===== src/verilog/qos_cfg_pkg.sv =====
// constants shared by the switch qos and snoop configuration bank
package qos_cfg_pkg;

    // ========================================================
    // bus geometry
    localparam int         ADDR_W       = 12;
    localparam int         DATA_W       = 32;
    localparam int         IDX_W        = 10;
    localparam logic [1:0] RESP_OKAY    = 2'h0;
    localparam logic [1:0] RESP_SLVERR  = 2'h2;

    // ========================================================
    // register indices, byte address is four times the index
    localparam logic [9:0] IDX_MAP_3A   = 10'h35d;
    localparam logic [9:0] IDX_MAP_3C   = 10'h35e;
    localparam logic [9:0] IDX_MAP_3E   = 10'h35f;
    localparam logic [9:0] IDX_MIRROR   = 10'h370;
    localparam logic [9:0] IDX_COLOUR   = 10'h378;
    localparam logic [9:0] IDX_PTP_EV   = 10'h37c;
    localparam logic [9:0] IDX_PTP_GEN  = 10'h37d;

    // ========================================================
    // writable bits and reset values
    localparam logic [7:0] MASK_MAP     = 8'h77;
    localparam logic [7:0] MASK_MIRROR  = 8'h4d;
    localparam logic [7:0] MASK_COLOUR  = 8'h3f;
    localparam logic [7:0] MASK_PTP     = 8'h8f;
    localparam logic [7:0] RST_MAP      = 8'h00;
    localparam logic [7:0] RST_MIRROR   = 8'h00;
    localparam logic [7:0] RST_COLOUR   = 8'h39;
    localparam logic [7:0] RST_PTP      = 8'h0f;

    // ========================================================
    // field positions
    localparam int         IGMP_EN_BIT  = 6;
    localparam int         MLD_OPT_BIT  = 3;
    localparam int         MLD_EN_BIT   = 2;
    localparam int         SNIFF_AND_BIT = 0;
    localparam int         PTP_OVR_BIT  = 7;
    localparam int         PRIO_W       = 3;
    localparam int         QPRIO_W      = 4;

    // ========================================================
    // dscp range held here and ipv6 next header codes
    localparam logic [5:0] DSCP_FIRST   = 6'h3a;
    localparam logic [7:0] NH_HOP       = 8'h00;
    localparam logic [7:0] NH_ICMP4     = 8'h01;
    localparam logic [7:0] NH_ICMP6     = 8'h3a;
    localparam logic [7:0] NH_ROUTE     = 8'h2b;
    localparam logic [7:0] NH_FRAG      = 8'h2c;
    localparam logic [7:0] NH_ESP       = 8'h32;
    localparam logic [7:0] NH_AUTH      = 8'h33;
    localparam logic [7:0] NH_DEST      = 8'h3c;

endpackage


===== src/verilog/nh_match_if.sv =====
// carrier between the bank and one next header checker
`timescale 1ns/1ps
interface nh_match_if;
    logic [7:0] next_hdr;
    logic       alt_set;
    logic       hit;
    modport src (output next_hdr, output alt_set, input hit);
    modport chk (input next_hdr, input alt_set, output hit);
endinterface


===== src/verilog/nh_match.sv =====
// checks one ipv6 next header code against the selected snoop set
`timescale 1ns/1ps
module nh_match
(
    nh_match_if.chk m
);
    import qos_cfg_pkg::*;

    // ========================================================
    // set selection
    always_comb
    begin
        if (m.alt_set)
        begin
            m.hit = (m.next_hdr == NH_ROUTE) || (m.next_hdr == NH_FRAG) ||
                    (m.next_hdr == NH_ESP) || (m.next_hdr == NH_AUTH) ||
                    (m.next_hdr == NH_DEST);
        end
        else
        begin
            m.hit = (m.next_hdr == NH_ICMP4) || (m.next_hdr == NH_ICMP6);
        end
    end
endmodule


===== src/verilog/switch_qos_snoop_config.sv =====
// switch qos, snoop and timing priority configuration bank
//
// Operation
// - 0x035D holds priorities for dscp 0x3A, 0x3B
// - 0x035E holds priorities for dscp 0x3C, 0x3D
// - 0x035F holds priorities for dscp 0x3E, 0x3F
// - igmp enable sends igmp packets to host
// - mld enable sends mld packets to host
// - option clear: headers 1 or 58 match
// - option set: headers 43,44,50,51,60 match
// - sniff select set: source and destination match
// - sniff select clear: source or destination match
// - red colour value bits 5:4, reset 11b
// - yellow 10b, green 01b colour values
// - event override clear: qos priority used
// - event override set: field priority used
// - general override clear: qos priority used
// - general override set: field priority used
//
// Design decision made here: the AXI4-Lite register port.
`timescale 1ns/1ps
module switch_qos_snoop_config
(
    // clock, reset, enable
    input  wire logic                             ref_clk_i,
    input  wire logic                             rst_n_i,
    input  wire logic                             ce_i,
    // axi4-lite write address
    input  wire logic                             s_axi_awvalid_i,
    output logic                                  s_axi_awready_o,
    input  wire logic [qos_cfg_pkg::ADDR_W-1:0]   s_axi_awaddr_i,
    // axi4-lite write data
    input  wire logic                             s_axi_wvalid_i,
    output logic                                  s_axi_wready_o,
    input  wire logic [qos_cfg_pkg::DATA_W-1:0]   s_axi_wdata_i,
    input  wire logic [3:0]                       s_axi_wstrb_i,
    // axi4-lite write response
    output logic                                  s_axi_bvalid_o,
    input  wire logic                             s_axi_bready_i,
    output logic [1:0]                            s_axi_bresp_o,
    // axi4-lite read address
    input  wire logic                             s_axi_arvalid_i,
    output logic                                  s_axi_arready_o,
    input  wire logic [qos_cfg_pkg::ADDR_W-1:0]   s_axi_araddr_i,
    // axi4-lite read data
    output logic                                  s_axi_rvalid_o,
    input  wire logic                             s_axi_rready_i,
    output logic [qos_cfg_pkg::DATA_W-1:0]        s_axi_rdata_o,
    output logic [1:0]                            s_axi_rresp_o,
    // frame classification request
    input  wire logic                             cls_valid_i,
    input  wire logic [5:0]                       dscp_i,
    input  wire logic                             pkt_igmp_i,
    input  wire logic                             pkt_ipv6_i,
    input  wire logic [7:0]                       next_hdr_i,
    input  wire logic [7:0]                       hbh_next_hdr_i,
    input  wire logic                             src_port_match_i,
    input  wire logic                             dst_port_match_i,
    input  wire logic                             ptp_event_i,
    input  wire logic                             ptp_general_i,
    input  wire logic [qos_cfg_pkg::QPRIO_W-1:0]  qos_prio_i,
    // classification result
    output logic                                  res_valid_o,
    output logic                                  dscp_hit_o,
    output logic [qos_cfg_pkg::PRIO_W-1:0]        dscp_prio_o,
    output logic                                  to_host_o,
    output logic                                  sniff_o,
    output logic [qos_cfg_pkg::QPRIO_W-1:0]       queue_prio_o,
    // drop colour values
    output logic [1:0]                            red_dscp_o,
    output logic [1:0]                            yellow_dscp_o,
    output logic [1:0]                            green_dscp_o
);
    import qos_cfg_pkg::*;

    // ========================================================
    // state
    typedef struct packed {
        // register bank
        logic [7:0]         map_3a;
        logic [7:0]         map_3c;
        logic [7:0]         map_3e;
        logic [7:0]         mirror;
        logic [7:0]         colour;
        logic [7:0]         ptp_ev;
        logic [7:0]         ptp_gen;
        // write channel
        logic               aw_held;
        logic [IDX_W-1:0]   aw_idx;
        logic               w_held;
        logic [7:0]         w_data;
        logic               w_en;
        logic               bvalid;
        logic [1:0]         bresp;
        // read channel
        logic               rvalid;
        logic [1:0]         rresp;
        logic [7:0]         rdata;
        // classification result
        logic               res_valid;
        logic               dscp_hit;
        logic [PRIO_W-1:0]  dscp_prio;
        logic               to_host;
        logic               sniff;
        logic [QPRIO_W-1:0] queue_prio;
    } state_s;

    localparam state_s RST_S = '{
        map_3a:  RST_MAP,
        map_3c:  RST_MAP,
        map_3e:  RST_MAP,
        mirror:  RST_MIRROR,
        colour:  RST_COLOUR,
        ptp_ev:  RST_PTP,
        ptp_gen: RST_PTP,
        aw_held: 1'b0,
        aw_idx:  '0,
        w_held:  1'b0,
        w_data:  8'h00,
        w_en:    1'b0,
        bvalid:  1'b0,
        bresp:   RESP_OKAY,
        rvalid:  1'b0,
        rresp:   RESP_OKAY,
        rdata:   8'h00,
        res_valid:  1'b0,
        dscp_hit:   1'b0,
        dscp_prio:  '0,
        to_host:    1'b0,
        sniff:      1'b0,
        queue_prio: '0
    };

    state_s r;
    state_s n;

    // ========================================================
    // next header checkers
    nh_match_if nh_first ();
    nh_match_if nh_hop ();

    assign nh_first.next_hdr = next_hdr_i;
    assign nh_first.alt_set  = r.mirror[MLD_OPT_BIT];
    assign nh_hop.next_hdr   = hbh_next_hdr_i;
    assign nh_hop.alt_set    = r.mirror[MLD_OPT_BIT];

    nh_match u_nh_first
    (
        .m (nh_first.chk)
    );

    nh_match u_nh_hop
    (
        .m (nh_hop.chk)
    );

    // ========================================================
    // handshakes
    // a held half blocks its own channel, an unanswered write blocks both write channels
    // clock enable low freezes the bank, so no channel is taken then
    assign s_axi_awready_o = ce_i && !r.aw_held && !r.bvalid;
    assign s_axi_wready_o  = ce_i && !r.w_held && !r.bvalid;
    assign s_axi_arready_o = ce_i && !r.rvalid;

    // ========================================================
    // read decode
    // bit 8 marks a mapped index, unmapped reads answer zero
    function automatic logic [8:0] read_reg
    (
        input state_s          s,
        input logic [IDX_W-1:0] idx
    );
        logic [8:0] v;
        v = 9'h000;
        case (idx)
            IDX_MAP_3A:  v = {1'b1, s.map_3a};
            IDX_MAP_3C:  v = {1'b1, s.map_3c};
            IDX_MAP_3E:  v = {1'b1, s.map_3e};
            IDX_MIRROR:  v = {1'b1, s.mirror};
            IDX_COLOUR:  v = {1'b1, s.colour};
            IDX_PTP_EV:  v = {1'b1, s.ptp_ev};
            IDX_PTP_GEN: v = {1'b1, s.ptp_gen};
            default:     v = 9'h000;
        endcase
        return v;
    endfunction

    // ========================================================
    // next state
    always_comb
    begin
        logic [8:0]  rd;
        logic        wr_hit;
        logic [8:0]  wr_chk;
        logic [5:0]  dscp_off;
        logic [7:0]  map_sel;
        logic        mld_hit;
        logic [7:0]  ptp_reg;
        rd       = 9'h000;
        wr_hit   = 1'b0;
        wr_chk   = 9'h000;
        dscp_off = 6'h00;
        map_sel  = 8'h00;
        mld_hit  = 1'b0;
        ptp_reg  = 8'h00;
        n        = r;

        // ========================================================
        // address and data may arrive in either order
        if (s_axi_awvalid_i && s_axi_awready_o)
        begin
            n.aw_held = 1'b1;
            n.aw_idx  = s_axi_awaddr_i[IDX_W+1:2];
        end
        if (s_axi_wvalid_i && s_axi_wready_o)
        begin
            n.w_held = 1'b1;
            n.w_data = s_axi_wdata_i[7:0];
            n.w_en   = s_axi_wstrb_i[0];
        end

        // ========================================================
        // whole byte lands in one edge
        // frames classified in this cycle still see the old byte
        if (r.aw_held && r.w_held)
        begin
            wr_chk    = read_reg(r, r.aw_idx);
            wr_hit    = wr_chk[8];
            n.aw_held = 1'b0;
            n.w_held  = 1'b0;
            n.bvalid  = 1'b1;
            n.bresp   = wr_hit ? RESP_OKAY : RESP_SLVERR;
            if (r.w_en)
            begin
                case (r.aw_idx)
                    IDX_MAP_3A:  n.map_3a  = r.w_data & MASK_MAP;
                    IDX_MAP_3C:  n.map_3c  = r.w_data & MASK_MAP;
                    IDX_MAP_3E:  n.map_3e  = r.w_data & MASK_MAP;
                    IDX_MIRROR:  n.mirror  = r.w_data & MASK_MIRROR;
                    IDX_COLOUR:  n.colour  = r.w_data & MASK_COLOUR;
                    IDX_PTP_EV:  n.ptp_ev  = r.w_data & MASK_PTP;
                    IDX_PTP_GEN: n.ptp_gen = r.w_data & MASK_PTP;
                    default:     n.mirror  = r.mirror;
                endcase
            end
        end
        if (r.bvalid && s_axi_bready_i)
        begin
            n.bvalid = 1'b0;
        end

        // ========================================================
        // read answers one cycle after the address is taken
        if (s_axi_arvalid_i && s_axi_arready_o)
        begin
            rd       = read_reg(r, s_axi_araddr_i[IDX_W+1:2]);
            n.rvalid = 1'b1;
            n.rdata  = rd[7:0];
            n.rresp  = rd[8] ? RESP_OKAY : RESP_SLVERR;
        end
        else if (r.rvalid && s_axi_rready_i)
        begin
            n.rvalid = 1'b0;
        end

        // ========================================================
        // dscp lookup, even code in the low field
        n.res_valid = cls_valid_i;
        dscp_off    = dscp_i - DSCP_FIRST;
        case (dscp_off[2:1])
            2'h0:    map_sel = r.map_3a;
            2'h1:    map_sel = r.map_3c;
            default: map_sel = r.map_3e;
        endcase
        n.dscp_hit  = cls_valid_i && (dscp_i >= DSCP_FIRST);
        n.dscp_prio = dscp_off[0] ? map_sel[6:4] : map_sel[2:0];

        // ========================================================
        // snooping toward the host port
        mld_hit = nh_first.hit || ((next_hdr_i == NH_HOP) && nh_hop.hit);
        n.to_host = cls_valid_i &&
                    ((pkt_igmp_i && r.mirror[IGMP_EN_BIT]) ||
                     (pkt_ipv6_i && r.mirror[MLD_EN_BIT] && mld_hit));

        // ========================================================
        // sniff filter
        if (r.mirror[SNIFF_AND_BIT])
        begin
            n.sniff = cls_valid_i && src_port_match_i && dst_port_match_i;
        end
        else
        begin
            n.sniff = cls_valid_i && (src_port_match_i || dst_port_match_i);
        end

        // ========================================================
        // timing message priority override
        ptp_reg = ptp_event_i ? r.ptp_ev : r.ptp_gen;
        if ((ptp_event_i || ptp_general_i) && ptp_reg[PTP_OVR_BIT])
        begin
            n.queue_prio = ptp_reg[QPRIO_W-1:0];
        end
        else
        begin
            n.queue_prio = qos_prio_i;
        end
    end

    // ========================================================
    // registers
    always_ff @(posedge ref_clk_i or negedge rst_n_i)
    begin
        if (!rst_n_i)
        begin
            r <= RST_S;
        end
        else if (ce_i)
        begin
            r <= n;
        end
    end

    // ========================================================
    // outputs
    assign s_axi_bvalid_o = r.bvalid;
    assign s_axi_bresp_o  = r.bresp;
    assign s_axi_rvalid_o = r.rvalid;
    assign s_axi_rdata_o  = {24'h000000, r.rdata};
    assign s_axi_rresp_o  = r.rresp;

    // classification results
    assign res_valid_o    = r.res_valid;
    assign dscp_hit_o     = r.dscp_hit;
    assign dscp_prio_o    = r.dscp_prio;
    assign to_host_o      = r.to_host;
    assign sniff_o        = r.sniff;
    assign queue_prio_o   = r.queue_prio;

    // drop colour values straight from the register, no extra stage
    assign red_dscp_o     = r.colour[5:4];
    assign yellow_dscp_o  = r.colour[3:2];
    assign green_dscp_o   = r.colour[1:0];

endmodule


===== config.mk =====
export PLATFORM = sky130hd
export DESIGN_NAME = switch_qos_snoop_config
export DESIGN_NICKNAME = d
export VERILOG_FILES = /design/src/verilog/qos_cfg_pkg.sv /design/src/verilog/nh_match_if.sv /design/src/verilog/nh_match.sv /design/src/verilog/switch_qos_snoop_config.sv
export SDC_FILE = /design/constraint.sdc
export NUM_CORES = 1
export LEC_CHECK = 0
export ABC_CLOCK_PERIOD_IN_PS = 2750
export BUFFER_PORTS_ARGS = -buffer_cell sky130_fd_sc_hd__buf_2
export CORE_UTILIZATION = 30
export CTS_BUF_LIST = sky130_fd_sc_hd__clkbuf_8 sky130_fd_sc_hd__clkbuf_16
export DETAILED_ROUTE_END_ITERATION = 8
export GPL_TIMING_DRIVEN = 0
export PLACE_DENSITY = 0.52
export SLEW_MARGIN = 25
export SYNTH_ARGS = -nofsm -noshare
export SYNTH_HDL_FRONTEND = slang
export SYNTH_HIERARCHICAL = 1
export SYNTH_SLANG_ARGS = --single-unit

===== constraint.sdc =====
create_clock -name ref_clk_i -period 2.75 [get_ports ref_clk_i]
set_input_delay 0.1375 -clock ref_clk_i [delete_from_list [all_inputs] [get_ports ref_clk_i]]
set_output_delay 0.1375 -clock ref_clk_i [all_outputs]
set_load 0.005 [all_outputs]

# ---- Word level (Yosys, flattened, before mapping)
# Index checks and enable logic that the tools add are counted.
dict set report op_classes {
  addsub 1
  n_lt_le_gt_ge 1
  n_eq_ne 29
  n_mux 21
  reduce_logical 60
}
# cell n
set ops {}
lappend ops {{== test 10 bit (second input constant)} 14}
lappend ops {{case mux 9 bit (7 select lines)} 2}
lappend ops {{== test 8 x 6 -> 1 bit (second input constant)} 12}
lappend ops {{AND reduction 4 bit} 7}
lappend ops {{logical AND 1 bit} 21}
lappend ops {{two-way mux 9 bit} 2}
lappend ops {{== test 8 x 1 -> 1 bit (second input constant)} 2}
lappend ops {{AND reduction 2 bit} 8}
lappend ops {{logical OR 1 bit} 14}
lappend ops {{case mux 7 bit (2 select lines)} 1}
lappend ops {{two-way mux 11 bit} 1}
lappend ops {{two-way mux 10 bit} 1}
lappend ops {{logical NOT 8 bit} 1}
lappend ops {{two-way mux 1 bit} 8}
lappend ops {{two-way mux 8 bit} 1}
lappend ops {{nonzero test 2 bit} 4}
lappend ops {{greater-or-equal comparator 6 bit (second input constant)} 1}
lappend ops {{two-way mux 3 bit} 2}
lappend ops {{logical NOT 1 bit} 4}
lappend ops {{two-way mux 2 bit} 2}
lappend ops {{two-way mux 4 bit} 1}
lappend ops {{subtractor 3 x 2 -> 3 bit (second input constant)} 1}
lappend ops {{== test 2 x 1 -> 1 bit (second input constant)} 1}
lappend ops {{logical NOT 2 bit} 1}
dict set report word_totals {
  reg_bits 84
  in_bits 101
  elab_cells 135
}

# ---- Depth between registers and ports, before layout
dict set report depth {
  ltp_word 11
  mapped_depth 7
}

# ---- Cells and area by module
# Netlist, hierarchy kept.
# mod instances cells_each area_per_inst_um2 seq_area_each_um2
set modules_own_cells {}
lappend modules_own_cells {switch_qos_snoop_config 1 378 4372.9 2067.0}
lappend modules_own_cells {nh_match 2 15 96.3 0.0}

# ---- Least setup slack after synthesis
# OpenSTA, ideal clock, no wires.
dict set report synth_path {
  kind {flip-flop to flip-flop}
  startpoint {register r[42] (netlist bit)}
  endpoint {register r[100] (netlist bit)}
  setup_time_ps 125
  arrival_ps 1686
  required_time_ps 2625
  slack_ps 939
  path_stages_with_launch 6
  path_buffers 1
  period_less_slack_ps 1811
  path_cell_list {dfrtp_1 > and4b_1 > nand3_4 > or4_1 > buf_4 > mux2_4}
}
dict set report synth_between {
  elab_chain_cells 2
}
# item line
set synth_lines {}
lappend synth_lines {{start: declaration} switch_qos_snoop_config.sv:134} ;# state_s r;
lappend synth_lines {{start signal: assignment} switch_qos_snoop_config.sv:319} ;# r <= n;
lappend synth_lines {{== test 10 bit} switch_qos_snoop_config.sv:235} ;# case (r.aw_idx)
lappend synth_lines {{AND reduction 4 bit (no source line)} --}
# Every way passes these cells.
# A chain may end at the register's enable or synchronous reset.

# ---- Worst setup path after layout
dict set report layout_path {
  startpoint {register r[36] (netlist bit)}
  endpoint {register r[76] (netlist bit)}
}
# Same word-level chain as after synthesis.

==> impl_summary.log <==
[metrics] category of the most critical setup path: flop to flop
[metrics] post-synthesis mux area share: 21.1%
[metrics] max_cap viols: 0
[metrics] final clock period utilization by the worst path: 76.2%
[metrics] area fraction in compound gates after synthesis: 10.1%
[metrics] DPL Wire Length: 8650 um
[metrics] Post-Synth Simple-Gate Area: 12.9%
[metrics] CTS H-tree depth: 3
[metrics] drt via density: 4.82
[metrics] kind of path behind the tightest hold check: input pin to flop
[metrics] slew of the pin with the lowest slew margin: 0.802 ns
[metrics] Layout Skew: 0.00597 ns
[metrics] number of buffers created by CTS: 9
[metrics] time the worst path needs with I/O delays and setup: 2.09 ns
[metrics] cell area after placement: 5400 um2
[metrics] depth of the worst register-to-register path: 4
[metrics] vias in the first global route: 3,377
[metrics] global placer's final weighted congestion: 0.820
[metrics] Seq/Total Area, Yosys: 45.3%
[metrics] horizontal die dimension: 125 um
[metrics] placeable core region: 14,700 um2
[metrics] number of antenna violations at the first check in global routing: 0
[metrics] Vias: 3,530
[metrics] area of the mapped netlist: 4570 um2
[metrics] Synth async-reset ratio: 100%
[metrics] largest family of logic cells by synthesized area: multiplexers
[metrics] run status: finished with violations
[metrics] EDFF count, synth: 0
[metrics] number of design-rule violations left by the first detailed-router iteration: 153
[metrics] synth-to-layout area growth: 24.6%
[metrics] NumNets Final: 647
[metrics] Hold Violations, Final: 0
[metrics] Setup-failing EPs final: 0
[metrics] Clock Tree Buf Depth: 2
[metrics] count of distinct cell types in the synthesized netlist: 58
[metrics] Routed WL per cell: 15.3 um
[metrics] TritonCTS Sinks: 82
[metrics] top cell type's share of synthesized area: 38.4%
[metrics] unrepaired setup endpoints after global routing: false
[metrics] post-route total power: 3.41 mW
[metrics] starting density of the core: 31.1%
[metrics] instance count along the most critical hold path: 3
[metrics] max-slew violation count: 0
[metrics] post-synthesis adder-cell area fraction: 0.548%
[metrics] final core utilization: 38.7%
[metrics] number of remaining DRC errors: 14
[metrics] pwr dens: 599 nW/um2
[metrics] row count: 44
[metrics] prevailing post-synth register cell: dfrtp_1
[metrics] standby leakage power: 2.74 nW
[metrics] largest net degree at the start of global routing: 43
[metrics] clock slew at reported path FFs: 0.06 ns
[metrics] fraction of final layout cells with drive strength greater than 1: 48.5%
[metrics] number of antenna repair diodes: 0
[metrics] I/O pin total: 159
[metrics] Post-Route WL: 11,200 um
[metrics] data required time at the worst endpoint: 2.97 ns
[metrics] mean instance size in the synthesized netlist: 11.2 um2
[metrics] peak supply drop: 0.321 mV
[metrics] leading area contributor after synthesis: dfrtp_1
[metrics] achievable frequency: 477 MHz
[metrics] clock network latency to the later pin of the worst-skew pair: 0.34 ns
[metrics] XOR/XNOR Fraction of Synth Area: 0%
[metrics] CP Capture Type: flop
[metrics] number of iterations in the first detailed-routing pass: 6
[metrics] highest net fanout along the worst path: 6
[metrics] largest cells by area after synthesis: dfrtp_1, mux2_2, buf_4
[metrics] setup repair bufs after CTS: 0
[metrics] DIE HEIGHT: 125 um
[metrics] Post-Synthesis Cells: 408
[metrics] clock tree from TritonCTS: yes
[metrics] CP Launch Type: flop
[metrics] Die ar.: 15,700 um2
[metrics] tightest slew margin relative to the limit: 46.5%
[metrics] Buffers on Ports: 97
[metrics] Clk Tree Root Cell: clkbuf_16
[metrics] Total Neg Setup Slack: 0 ns
[metrics] total routing resource utilization after global routing: 14.8%
[metrics] violated checks: design-rule violations
[metrics] Finished Cell Area: 5690 um2
[metrics] total grt overflow: 0
[metrics] wire length of the first global-routing pass: 18,300 um
[metrics] arrival time at the worst endpoint: 2.31 ns
[metrics] post-synthesis register bit count: 82
[metrics] number of warnings issued by yosys: 6
[metrics] Routed Antenna Nets: 0
-- cell families (layout without fill, tap and decap cells) --
family                     Yosys count  after routing
other                                1             26
adders and majority gates            2              2
buffers and inverters               71            187
and+or+nand+nor                    103            103
AOI/OAI and AO/OA                   65             65
DFF                                 82             82
muxes                               84             84
-- per-layer routing --
metal | part of all wire, % | wire length (um) | global-route usage [%] | up-vias
met5 | 0 | 0 | 0 | -
met4 | 1.4 | 160 | 5.16 | 0
met3 | 6.1 | 683 | 2.27 | 11
met2 | 44 | 4910 | 22.9 | 146
met1 | 49 | 5470 | 21.1 | 1683
li1 | - | - | - | 1690
-- Yosys cell counts, types with 3 or more instances --
cell type  number
mux2_2         73
dfrtp_1        70
buf_4          50
nor2_1         28
nand2_1        19
a21oi_1        14
dfstp_2        12
clkbuf_1       10
inv_1           9
o21ai_0         9
mux2_4          6
nor2b_1         6
a22oi_1         5
mux2i_1         5
nand3_1         5
nor4_1          5
a31oi_1         4
a32oi_1         4
and3b_1         4
nand2b_1        4
nand4_1         4
a211oi_1        3
a221oi_1        3
a22o_1          3
nand3b_1        3
nor3_1          3
o31ai_1         3
or2_2           3
-- metrics by stage --
step / cells / hold slack, ns / setup slack, ns
finish: 733 / 0.0259 / 0.656
global route: 733 / 0.0300 / 0.558
CTS: 733 / 0.0180 / 0.637
detailed placement: 715 / 0.170 / 0.646
global placement: 714 / 0.329 / 0.510
floorplan: 433 / -0.158 / 0.939
-- worst paths after layout --
check,slack (ns),start,endpoint
worst max-delay path,0.66,r[36],r[76]
worst min-delay path,0.03,s_axi_awaddr_i[7],r[40]
worst max register to register,0.66,r[36],r[76]
worst min register to register,0.48,s_axi_rresp_o[1],s_axi_rresp_o[1]
max in group asynchronous,1.73,rst_n_i,r[47]
min in group asynchronous,0.34,rst_n_i,r[41]
-- flip-flops by register name (all words and copies together) (netlist names), 2 cells and up --
name	count
s_axi_rdata_o	8
green_dscp_o	2
red_dscp_o	2
dscp_prio_o	3
queue_prio_o	4
r	52
yellow_dscp_o	2
-- final cells by class --
type | instances | area (um2)
fillers | 1496 | 9010
multi-input cells | 280 | 2140
flip-flops and latches | 82 | 2070
repair buffers | 100 | 528
plain buffers | 62 | 423
clock buffers | 10 | 239
well taps | 184 | 230
inverters | 9 | 33.8
clock inverters | 6 | 26.3
-- timing repair --
action | in CTS | in global routing
hold endpoints to repair | 36 | 0
hold buffers | 2 | 0
resized for setup | 0 | 0
-- placed cells by master, fill, tap and decap left out, drive strengths merged, types with 12 or more instances in the layout --
| cell | count |
|---|---|
| conb | 26 |
| inv | 12 |
| dfstp | 12 |
| nand2 | 19 |
| buf | 150 |
| dfrtp | 70 |
| clkbuf | 20 |
| a21oi | 14 |
| mux2 | 79 |
| nor2 | 28 |
-- worst max-delay path, stage by stage (launching register included) --
cell	delay (ns)
dfrtp_1	0.43
nand3b_1	0.26
or4_1	0.42
nor2_1	0.46
mux2_2	0.40
-- report_power, final --
part / leakage [nW] / internal [mW] / switching, mW
Sequential: 1.02 / 1.42 / 0.237
Clock: 0.146 / 0.621 / 0.462
Combinational: 1.57 / 0.385 / 0.290
No activity file was read; power rests on OpenSTA's default activity.
